===== config.mk =====
export PLATFORM = sky130hd
export DESIGN_NAME = port_b_c_alt_function_mux
export DESIGN_NICKNAME = d
export VERILOG_FILES = /design/src/pin_mux_pkg.sv /design/src/port_b_c_alt_function_mux.sv
export SDC_FILE = /design/constraint.sdc
export NUM_CORES = 1
export LEC_CHECK = 0
export ABC_AREA = 1
export BUFFER_PORTS_ARGS = -buffer_cell sky130_fd_sc_hd__buf_2
export CAP_MARGIN = 40
export CORE_MARGIN = 10
export CORE_UTILIZATION = 31
export DETAILED_ROUTE_END_ITERATION = 8
export GPL_ROUTABILITY_DRIVEN = 0
export PLACE_DENSITY = 0.71
export SYNTH_ARGS = -nofsm -noshare
export SYNTH_HDL_FRONTEND = slang
export SYNTH_SLANG_ARGS = --single-unit

===== constraint.sdc =====
create_clock -name i_core_clk -period 0.8 [get_ports i_core_clk]
set_clock_uncertainty 0.2 [all_clocks]
set_input_delay 0.04 -clock i_core_clk [delete_from_list [all_inputs] [get_ports i_core_clk]]
set_output_delay 0.04 -clock i_core_clk [all_outputs]
set_load 0.05 [all_outputs]

===== src/pin_mux_pkg.sv =====
/*
  Package for the port B/C alternate-function override logic: pin override
  record, per-pin bundles and bit positions of the pin groups.
  Assumes a single system clock domain and no register bus.
*/
package pin_mux_pkg;

  // ---------------------------------------------------------------
  // Pin indices
  // ---------------------------------------------------------------
  localparam int PB0 = 0;
  localparam int PB1 = 1;
  localparam int PB2 = 2;
  localparam int PB3 = 3;
  localparam int PC0 = 0;
  localparam int PC1 = 1;
  localparam int PC2 = 2;
  localparam int N_PB = 4;
  localparam int N_PC = 3;

  // ---------------------------------------------------------------
  // Reset values
  // ---------------------------------------------------------------
  localparam logic RST_SYNC = 1'b0;

  // Port register setting of one pin as software left it.
  typedef struct packed {
    logic out_bit;
    logic dir_bit;
  } port_bits_t;

  // Resolved pin controls after overrides.
  typedef struct packed {
    logic pull_up;
    logic drive;
    logic value;
    logic din_en;
  } pin_ctrl_t;

  // Override enables and values of one pin.
  typedef struct packed {
    logic pu_oe;
    logic pu_ov;
    logic dd_oe;
    logic dd_ov;
    logic pv_oe;
    logic pv_ov;
    logic die_oe;
    logic die_ov;
  } override_t;

  // Peripheral-side requests.
  typedef struct packed {
    logic uart0_tx_owns_pin;
    logic uart0_tx_value;
    logic uart1_tx_owns_pin;
    logic uart_tx_pin_value;
    logic uart1_rx_active;
    logic uart1_rx_owns_pin;
    logic uart1_rx_pullup;
    logic serial_if_three_wire_mode;
    logic serial_if_two_wire_mode;
    logic serial_if_start_irq_en;
    logic three_wire_data_out;
    logic t1_cmp_a_en;
    logic t1_cmp_a_out;
    logic t0_cmp_a_en;
    logic t0_cmp_a_out;
    logic usart0_sync_mode;
    logic clock_out_fuse;
    logic ext_irq0;
    logic pinchg_group1_en;
  } periph_req_t;

endpackage


===== src/port_b_c_alt_function_mux.sv =====
/*
  Alternate-function override logic for port B bits 0-3 and port C bits 0-2.
  Combines port registers with peripheral overrides into pull-up, drive,
  value and input-buffer controls; synchronises pin levels for peripherals.
  Assumes peripherals and port registers run on i_core_clk; pins are async.
*/
module port_b_c_alt_function_mux
  import pin_mux_pkg::*;
(
  // Clock, reset and enable
  input wire logic i_core_clk,
  input wire logic i_rst,
  input wire logic i_ce,
  // Port registers
  input wire pin_mux_pkg::port_bits_t [3:0] i_port_b,
  input wire pin_mux_pkg::port_bits_t [2:0] i_port_c,
  // Pin-change and analog enables
  input wire logic [3:0] i_pinchg_src_b,
  input wire logic i_analog5_din_disable,
  input wire logic i_analog6_din_disable,
  input wire logic i_analog7_din_disable,
  input wire logic i_analog8_din_disable,
  // Peripheral requests
  input wire pin_mux_pkg::periph_req_t i_req,
  // Pin levels from the pads
  input wire logic [3:0] i_pin_b,
  input wire logic [2:0] i_pin_c,
  // Pad controls
  output logic [3:0] o_pad_b_out,
  output logic [3:0] o_pad_b_oe_n,
  output logic [3:0] o_pad_b_pull_up,
  output logic [3:0] o_pad_b_din_en,
  output logic [2:0] o_pad_c_out,
  output logic [2:0] o_pad_c_oe_n,
  output logic [2:0] o_pad_c_pull_up,
  output logic [2:0] o_pad_c_din_en,
  // Synchronised inputs for peripherals
  output logic [3:0] o_pinchg_src_group1,
  output logic o_three_wire_data_in,
  output logic o_two_wire_data_in,
  output logic o_uart1_rx_in,
  output logic o_usart0_xfer_clk,
  output logic o_t1_capture_in,
  output logic o_three_wire_clock,
  output logic o_ext_irq0_in
);
  import pin_mux_pkg::*;

  // ---------------------------------------------------------------
  // Resolve one pin from its register bits and overrides
  // ---------------------------------------------------------------
  function automatic pin_ctrl_t resolve(input port_bits_t r, input override_t o);
    pin_ctrl_t c;
    logic dir;
    c = '0;
    dir = o.dd_oe ? o.dd_ov : r.dir_bit;
    c.drive = dir;
    c.value = o.pv_oe ? o.pv_ov : r.out_bit;
    c.pull_up = o.pu_oe ? o.pu_ov : (~dir & r.out_bit);
    c.din_en = o.die_oe ? o.die_ov : 1'b1;
    return c;
  endfunction

  // ---------------------------------------------------------------
  // Elaboration checks
  // ---------------------------------------------------------------
  // The synchroniser word packs port B below port C.
  localparam int N_SYNC = N_PB + N_PC;

  // The pin group widths of the ports are fixed by the package.
  if ($bits(i_pin_b) != N_PB || $bits(i_pin_c) != N_PC)
  begin : g_bad_pin_width
    $error("pin group widths differ from the package");
  end
  if ($bits(i_port_b) != $bits(port_bits_t) * N_PB || $bits(i_port_c) != $bits(port_bits_t) * N_PC)
  begin : g_bad_port_width
    $error("port register widths differ from the package");
  end

  // ---------------------------------------------------------------
  // State: two-stage synchroniser on all pin inputs
  // ---------------------------------------------------------------
  // The first stage may go metastable, so only the second is read.
  typedef struct packed {
    logic [N_SYNC-1:0] sync1;
    logic [N_SYNC-1:0] sync2;
  } state_t;

  state_t st;
  state_t next_st;
  override_t ov_b [N_PB];
  override_t ov_c [N_PC];
  pin_ctrl_t ctl_b [N_PB];
  pin_ctrl_t ctl_c [N_PC];
  logic [3:0] pcg;

  always_comb
  begin
    next_st = st;
    next_st.sync1 = {i_pin_c, i_pin_b};
    next_st.sync2 = st.sync1;
  end

  always_ff @(posedge i_core_clk)
  begin
    if (i_rst)
    begin
      st.sync1 <= {N_SYNC{RST_SYNC}};
      st.sync2 <= {N_SYNC{RST_SYNC}};
    end
    else if (i_ce)
    begin
      st <= next_st;
    end
  end

  // ---------------------------------------------------------------
  // Override tables
  // ---------------------------------------------------------------
  // Pin-change sources of group 1 that also hold the input buffer on.
  always_comb
  begin
    for (int k = 0; k < N_PB; k++)
    begin
      pcg[k] = i_pinchg_src_b[k] & i_req.pinchg_group1_en;
    end
  end

  always_comb
  begin
    // ---------------------------------------------------------------
    // Port B bit 0: UART0 transmitter
    // ---------------------------------------------------------------
    ov_b[PB0] = '0;
    ov_b[PB0].pu_oe = i_req.uart0_tx_owns_pin;
    ov_b[PB0].dd_oe = i_req.uart0_tx_owns_pin;
    ov_b[PB0].dd_ov = 1'b1;
    ov_b[PB0].pv_oe = i_req.uart0_tx_owns_pin;
    ov_b[PB0].pv_ov = i_req.uart0_tx_value;
    ov_b[PB0].die_oe = pcg[PB0] | i_analog5_din_disable;
    ov_b[PB0].die_ov = pcg[PB0];

    // ---------------------------------------------------------------
    // Port B bit 1: UART1 receiver, three-wire in, two-wire data
    // ---------------------------------------------------------------
    // The data line is released while its synchronised level is high and out_bit is clear.
    // Three-wire input adds no override term here.
    ov_b[PB1] = '0;
    ov_b[PB1].pu_oe = i_req.uart1_rx_owns_pin;
    ov_b[PB1].pu_ov = i_req.uart1_rx_pullup;
    ov_b[PB1].dd_oe = i_req.uart1_rx_active | i_req.serial_if_two_wire_mode;
    ov_b[PB1].dd_ov = ~i_req.uart1_rx_active
      & (~st.sync2[PB1] | i_port_b[PB1].out_bit) & i_port_b[PB1].dir_bit;
    ov_b[PB1].pv_oe = ~i_req.uart1_rx_active & i_req.serial_if_two_wire_mode
      & i_port_b[PB1].dir_bit;
    ov_b[PB1].pv_ov = 1'b0;
    ov_b[PB1].die_oe = i_req.serial_if_start_irq_en | pcg[PB1] | i_analog6_din_disable;
    ov_b[PB1].die_ov = i_req.serial_if_start_irq_en | pcg[PB1];

    // ---------------------------------------------------------------
    // Port B bit 2: UART1 transmitter or three-wire data out
    // ---------------------------------------------------------------
    ov_b[PB2] = '0;
    ov_b[PB2].pu_oe = i_req.uart1_tx_owns_pin;
    ov_b[PB2].dd_oe = i_req.uart1_tx_owns_pin;
    ov_b[PB2].dd_ov = 1'b1;
    ov_b[PB2].pv_oe = i_req.uart1_tx_owns_pin | i_req.serial_if_three_wire_mode;
    ov_b[PB2].pv_ov = i_req.uart1_tx_owns_pin ? i_req.uart_tx_pin_value
      : i_req.three_wire_data_out;
    ov_b[PB2].die_oe = pcg[PB2] | i_analog7_din_disable;
    ov_b[PB2].die_ov = pcg[PB2] | i_req.ext_irq0;

    // ---------------------------------------------------------------
    // Port B bit 3: timer 1 compare A
    // ---------------------------------------------------------------
    // Direction stays with software, so the compare value needs it set.
    ov_b[PB3] = '0;
    ov_b[PB3].pv_oe = i_req.t1_cmp_a_en;
    ov_b[PB3].pv_ov = i_req.t1_cmp_a_out;
    ov_b[PB3].die_oe = pcg[PB3] | i_analog8_din_disable;
    ov_b[PB3].die_ov = pcg[PB3];

  end

  always_comb
  begin
    // ---------------------------------------------------------------
    // Port C bit 0: timer 0 compare A
    // ---------------------------------------------------------------
    // Direction stays with software, so the compare value needs it set.
    ov_c[PC0] = '0;
    ov_c[PC0].pv_oe = i_req.t0_cmp_a_en;
    ov_c[PC0].pv_ov = i_req.t0_cmp_a_out;

    // ---------------------------------------------------------------
    // Port C bit 1: serial clock pin in two-wire mode
    // ---------------------------------------------------------------
    // Driving only while out_bit is set lets software stretch the clock.
    ov_c[PC1] = '0;
    ov_c[PC1].pu_oe = i_req.serial_if_two_wire_mode;
    ov_c[PC1].dd_oe = i_req.serial_if_two_wire_mode;
    ov_c[PC1].dd_ov = i_port_c[PC1].out_bit & i_port_c[PC1].dir_bit;
    ov_c[PC1].pv_oe = i_req.serial_if_two_wire_mode & i_port_c[PC1].dir_bit;
    ov_c[PC1].pv_ov = 1'b0;

    // ---------------------------------------------------------------
    // Port C bit 2: system clock output
    // ---------------------------------------------------------------
    ov_c[PC2] = '0;
    ov_c[PC2].pu_oe = i_req.clock_out_fuse;
    ov_c[PC2].dd_oe = i_req.clock_out_fuse;
    ov_c[PC2].dd_ov = 1'b1;
    ov_c[PC2].pv_oe = i_req.clock_out_fuse;
    ov_c[PC2].pv_ov = i_core_clk;
  end

  // ---------------------------------------------------------------
  // Reset state of a pad
  // ---------------------------------------------------------------
  // Pads float with pull-ups off while reset is held, except C2 while clock_out_fuse is set.
  function automatic pin_ctrl_t released(input pin_ctrl_t c);
    pin_ctrl_t r;
    r = c;
    r.drive = 1'b0;
    r.pull_up = 1'b0;
    return r;
  endfunction

  // ---------------------------------------------------------------
  // Port B pad controls
  // ---------------------------------------------------------------
  always_comb
  begin
    for (int k = 0; k < N_PB; k++)
    begin
      ctl_b[k] = resolve(i_port_b[k], ov_b[k]);
      if (i_rst)
      begin
        ctl_b[k] = released(ctl_b[k]);
      end
      o_pad_b_out[k] = ctl_b[k].value;
      o_pad_b_oe_n[k] = ~ctl_b[k].drive;
      o_pad_b_pull_up[k] = ctl_b[k].pull_up;
      o_pad_b_din_en[k] = ctl_b[k].din_en;
    end
  end

  // ---------------------------------------------------------------
  // Port C pad controls
  // ---------------------------------------------------------------
  // The clock pin keeps its override through reset; the others float.
  always_comb
  begin
    for (int k = 0; k < N_PC; k++)
    begin
      ctl_c[k] = resolve(i_port_c[k], ov_c[k]);
      if (i_rst && (k != PC2 || !i_req.clock_out_fuse))
      begin
        ctl_c[k] = released(ctl_c[k]);
      end
      o_pad_c_out[k] = ctl_c[k].value;
      o_pad_c_oe_n[k] = ~ctl_c[k].drive;
      o_pad_c_pull_up[k] = ctl_c[k].pull_up;
      o_pad_c_din_en[k] = ctl_c[k].din_en;
    end
  end

  // ---------------------------------------------------------------
  // Synchronised inputs to peripherals
  // ---------------------------------------------------------------
  // A synchronised pin level passed on only while its function is on.
  function automatic logic gated(input logic en, input logic [N_SYNC-1:0] s, input int idx);
    return en & s[idx];
  endfunction

  // Port B pins.
  always_comb
  begin
    o_pinchg_src_group1 = st.sync2[N_PB-1:0] & {N_PB{i_req.pinchg_group1_en}};
    o_three_wire_data_in = gated(i_req.serial_if_three_wire_mode, st.sync2, PB1);
    o_two_wire_data_in = st.sync2[PB1];
    o_uart1_rx_in = st.sync2[PB1];
  end

  // Port C pins.
  always_comb
  begin
    o_usart0_xfer_clk = gated(i_req.usart0_sync_mode, st.sync2, N_PB + PC0);
    o_t1_capture_in = st.sync2[N_PB + PC1];
    o_three_wire_clock = gated(i_req.serial_if_three_wire_mode | i_req.serial_if_two_wire_mode,
      st.sync2, N_PB + PC1);
    o_ext_irq0_in = st.sync2[N_PB + PC2];
  end

endmodule


==> flow_metrics.py, run 1 <==
metrics = {
    "run_status": {
        "status": "complete, but fails checks",
        "violations": "negative hold slack, negative setup slack",
    },
    "synthesis": {
        "ys_seq_area_share_pct": 32.6,
        "synth-edff-count": 0,
        "syn_inst": 142,
        "synth-main-ff-cell": "dfxtp_1",
        "synth.avg_cell_area_sq_um": 6.06,
        "synth_area_sq_um": 861,
        "ys_ff_latch": 14,
        "yosys_warnings": 0,
        "async_flop_share_pct": 0,
        "ys_types": 21,
    },
    "setup_path": {
        "worstPathArrival_ns": 1.27,
        "critical_path.max_stage_delay_ns": 0.37,
        "critPathTopFamily": "flip-flops",
        "critPathKind": "flop to output pin",
        "cp.buffers_inverters": 1,
        "r2r_start": "o_two_wire_data_in",
        "path_cells": "nand2_2, o211ai_1, buf_4",
        "cp-start-kind": "flop",
        "rr_worst_depth": 3,
        "reg2reg_slack_ns": -0.15,
        "worstPathMaxFanout": 3,
        "r2r-end": "o_two_wire_data_in",
        "crit_required_ns": 0.56,
        "cp-end-kind": "output pin",
        "slowest_stage": "dfxtp_4",
    },
    "final_layout": {
        "antenna_cells": 0,
        "fin_area_sq_um": 2300,
        "syn_to_final_growth_pct": 168,
        "final_cell_mix": "buf_2 (38), buf_6 (30), nor2_1 (26)",
        "drive_gt1_share_pct": 75.5,
        "fill_cells": 140,
        "nNetsFinal": 305,
        "final_util_pct": 85.0,
        "final_common_cell": "buf_2",
        "instances_no_fill": 284,
    },
    "worst_hold_path": {
        "hold_class": "input pin to flop",
        "whs_endpoint": "o_two_wire_data_in",
        "hp-start": "i_ce",
        "hold_path_depth": 3,
    },
    "routing": {
        "wl_per_cell_um": 16.2,
        "first_pass_iters": 4,
        "via_count": 1334,
        "vias_per_cell": 4.70,
        "drtAntennaViolNets": 0,
        "routed_wl_mm": 4.61,
        "drt_iter0_drc": 29,
        "drc_errors": 0,
    },
    "placed_design": {
        "pre_cts_slack_ns": -0.304,
        "place.port_buffers": 86,
        "dp_hpwl_mm": 2.82,
        "placed_cell_area_sq_um": 1580,
        "placed_cells_incl_taps": 262,
    },
    "sta": {
        "drv_slew": 0,
        "rsz0062_at_grt": "true",
        "hold_ws_ns": -0.116,
        "post-route-period-util_pct": 189,
        "fmax_ghz": 0.661,
        "setup_violations": 30,
        "period_minus_slack_ns": 1.51,
        "fin_ws_ns": -0.713,
        "hold_violations": 12,
    },
    "die": {
        "die_w_um": 72.7,
        "chipHeight_um": 72.7,
        "coreArea_sq_um": 2710,
        "ios": 90,
        "rows": 19,
        "initial_core_util_pct": 31.8,
        "dieArea_sq_um": 5280,
    },
    "grt": {
        "grt_overflow": 0,
        "grtUsageTotal_pct": 15.4,
        "grt_first_pass_wirelength_mm": 6.55,
        "grt_max_degree": 15,
        "grt_pass1_vias": 1395,
        "antenna_found_initial": 0,
    },
    "clocking": {
        "clk_latency_ns": 0.38,
        "cts_tree": "done",
        "clk_pin_slew_ns": 0.09,
        "postCtsHoldBufs": 7,
    },
    "job": {
        "max-cap-violations": 0,
    },
    "power_and_ir_drop": {
        "power.leakage_nw": 1.11,
        "ir_worst_vdd_mv": 1.40,
        "power_density_nw_per_um2": 1290,
    },
}
routing by layer:
layer / global-route usage, % / up-vias / part of all wire, %
li1: - / 657 / -
met1: 14.7 / 596 / 35
met2: 28.1 / 73 / 53
met3: 6.80 / 8 / 10
met4: 5.91 / 0 / 1.7
met5: 0 / - / 0
what timing repair did:
action / in CTS / in global routing
pin swaps: 15 / 14
buffers inserted: 5 / 3
hold endpoints to repair: 14 / 12
resized for setup: 116 / 61
cloned: 1 / 0
endpoints found under the setup margin: 51 / 46
worst max path at each step:
stage	startpoint	endpoint	slack, ns	depth (start not counted)
after floorplan	o_two_wire_data_in	o_pad_b_oe_n[1]	-0.75	2
after global placement	o_two_wire_data_in	o_pad_b_oe_n[1]	-0.28	3
after detailed placement	o_two_wire_data_in	o_pad_b_oe_n[1]	-0.30	3
after CTS	o_two_wire_data_in	o_pad_b_oe_n[1]	-0.65	3
after global routing	o_two_wire_data_in	o_pad_b_oe_n[1]	-0.76	3
final	o_two_wire_data_in	o_pad_b_oe_n[1]	-0.71	3
area by class of cell:
type | instances | area (sq um) | share of cell area (%)
inverter | 19 | 124 | 5.38
sequential | 14 | 305 | 13.3
multi-input combinational | 102 | 747 | 32.4
clock buffer | 7 | 56.3 | 2.44
tap | 31 | 38.8 | 1.68
timing repair inverter | 1 | 8.76 | 0.380
timing repair buffer | 110 | 1020 | 44.4
cell usage after synthesis (2+ instances only):
library cell / instances / area (sq um)
a21oi_1: 3 / 15.0
buf_4: 5 / 37.5
buf_6: 2 / 22.5
dfxtp_1: 14 / 280
inv_1: 17 / 63.8
inv_2: 2 / 7.51
nand2_1: 35 / 131
nor2_1: 32 / 120
nor3_1: 4 / 20.0
o21ai_0: 14 / 70.1
o21ai_1: 4 / 20.0
worst register-to-register path, cell delays in order (launching register included):
cell     delay (ns)
dfxtp_4        0.36
buf_4          0.14
o21ai_2        0.10
nor2_1         0.04
power breakdown:
part           leakage [nW]  switching [mW]  internal, mW  total (mW)
combinational         0.946           0.796         0.583        1.38
clock                0.0426           0.406         0.407       0.813
sequential            0.121          0.0388         0.749       0.788
through the flow:
step	power (mW)	TNS [ns]	hold WS [ns]
CTS	2.84	-6.69	-0.146
floorplan	1.60	-1.80	-0.0679
global placement	1.92	-6.82	0.0620
global route	3.12	-8.49	-0.105
finish	2.98	-7.40	-0.116
detailed placement	1.93	-7.13	0.0675
registers in the layout (all words and copies together) (netlist names):
name and cells:
o_ext_irq0_in 1, st 4, o_t1_capture_in 1, next_st 7
o_two_wire_data_in 1
cells by family after synthesis:
family	synth area share, %
compound gates	15.0
flops	32.6
other cells	0.436
buf+inv	17.4
simple gates	34.6
Note: power is estimated with default switching activity, not from simulation.
==> run 2, diff against run 1 <==
CELL_PAD_IN_SITES_DETAIL_PLACEMENT = 1   (was not set)
CELL_PAD_IN_SITES_GLOBAL_PLACEMENT = 1   (was not set)
CORE_UTILIZATION = 18   (was 31)
PLACE_DENSITY = 0.69   (was 0.71)
==> run 2 against run 1 <==
Effect of this change:
- the run still ends with negative hold slack, negative setup slack left
- via count shrank 4.3%
- first-iteration DRC count shrank 59%
- utilization shrank 36 points
- non-clock buffer count decreased by 7
- largest power group unchanged
- highest routed layer unchanged
==> flow_metrics.py, run 2 (synthesis gave the netlist of run 1 again) <==
metrics = {
    "routing": {
        "drt_iter0_drc": 12,
        "wl_per_cell_um": 15.0,
        "drc_errors": 0,
        "first_pass_iters": 4,
        "vias_per_cell": 4.27,
        "via_count": 1276,
        "drtAntennaViolNets": 0,
        "routed_wl_mm": 4.49,
    },
    "setup_path": {
        "cp-end-kind": "output pin",
        "worstPathMaxFanout": 4,
        "path_cells": "nand2_2, o211ai_1, buf_4",
        "crit_required_ns": 0.56,
        "cp.buffers_inverters": 1,
        "slowest_stage": "dfxtp_4",
        "critPathTopFamily": "flip-flops",
        "cp-start-kind": "flop",
        "worstPathArrival_ns": 1.13,
        "critical_path.max_stage_delay_ns": 0.36,
        "critPathKind": "flop to output pin",
    },
    "final_layout": {
        "instances_no_fill": 299,
        "multi_input_area_sq_um": 754,
        "nNetsFinal": 297,
        "syn_to_final_growth_pct": 167,
        "largest_reg_flops": 7,
        "antenna_cells": 0,
        "register_area_sq_um": 305,
        "drive_gt1_share_pct": 75.5,
        "final_cell_mix": "buf_2 (40), buf_6 (25), nor2_1 (24)",
        "fill_cells": 557,
        "final_common_cell": "buf_2",
    },
    "die": {
        "coreArea_sq_um": 4690,
        "rows": 25,
        "dieArea_sq_um": 7950,
        "die_w_um": 89.2,
        "initial_core_util_pct": 18.3,
        "chipHeight_um": 89.2,
        "ios": 90,
    },
    "sta": {
        "setup_violations": 31,
        "rsz0062_at_grt": "true",
        "drv_slew": 0,
        "period_minus_slack_ns": 1.37,
        "hold_violations": 14,
        "fin_ws_ns": -0.566,
        "fmax_ghz": 0.732,
        "post-route-period-util_pct": 171,
        "hold_ws_ns": -0.240,
    },
    "grt": {
        "grtUsageTotal_pct": 11.1,
        "grt_first_pass_wirelength_mm": 6.84,
        "grt_pass1_vias": 1440,
        "antenna_found_initial": 0,
        "grt_max_degree": 15,
        "grt_overflow": 0,
    },
    "power_and_ir_drop": {
        "ir_worst_vdd_mv": 0.763,
        "power.leakage_nw": 1.10,
        "power_density_nw_per_um2": 1440,
    },
    "run_status": {
        "violations": "negative hold slack, negative setup slack",
        "status": "complete, but fails checks",
    },
    "placed_design": {
        "place.port_buffers": 86,
        "pre_cts_slack_ns": -0.295,
        "dp_hpwl_mm": 3.21,
        "placed_cells_incl_taps": 283,
    },
    "clocking": {
        "postCtsHoldBufs": 6,
        "clk_pin_slew_ns": 0.06,
        "clk_latency_ns": 0.35,
        "cts_tree": "done",
    },
    "job": {
        "max-cap-violations": 0,
    },
    "worst_hold_path": {
        "hold_class": "input pin to flop",
    },
}
-- run 2: changes by cell type in the layout (fill, tap and decap cells not counted), sizes merged --
cell          delta
buf              -6
inv              -1
dlymetal6s4s     +1
dlygate4sd3      -2
-- run 2: power breakdown --
group,switching [mW],internal [mW],total (mW)
Clock,0.448,0.751,1.20
Sequential,0.0419,0.751,0.793
Combinational,0.774,0.551,1.33
Total,1.26,2.05,3.32
-- run 2: cell type report --
type	count	share of cell area [%]
Timing Repair Buffer	103	41.4
Multi-Input combinational cell	102	32.8
Sequential cell	14	13.3
Inverter	19	5.38
Clock buffer	7	4.24
Tap cell	54	2.94
-- run 2: what timing repair did --
item / 4_1_cts / 5_1_grt
gates resized for setup: 121 / 49
pin swaps: 14 / 15
endpoints found under the setup margin: 50 / 46
setup buffers: 4 / 0
endpoints found under the hold margin: 14 / 13
-- run 2: final timing paths --
path / from / end / slack (ns) / cells past startpoint
hold reg to reg: next_st[3] / next_st[3] / 0.29 / 2
setup reg to reg: st[3] / st[3] / -0.08 / 3
hold / removal: i_pin_c[1] / next_st[5] / -0.24 / 3
setup / recovery: o_two_wire_data_in / o_pad_b_oe_n[1] / -0.57 / 3
-- run 2: worst min-delay path: stages --
cell    delay [ns]
buf_2         0.08
nor2_1        0.04
nor2_1        0.11
-- run 2: metrics by stage --
stage	area (sq um)	utilization, %	setup TNS, ns	total power [mW]
global route	2300	49.0	-7.09	3.49
floorplan	1110	-	-1.80	1.60
finish	2300	49.0	-5.90	3.32
global placement	1610	34.2	-7.05	1.93
CTS	2150	45.8	-6.09	3.26
detailed placement	1610	34.2	-7.40	1.94
-- run 2: per-layer routing --
| layer | track usage (%) | up-vias | part of all wire, % |
|---|---|---|---|
| met5 | 0 | - | 0 |
| met4 | 5.64 | 0 | 1.9 |
| met3 | 2.92 | 8 | 6.1 |
| met2 | 21.3 | 41 | 59 |
| met1 | 10.6 | 586 | 33 |
| li1 | - | 641 | - |
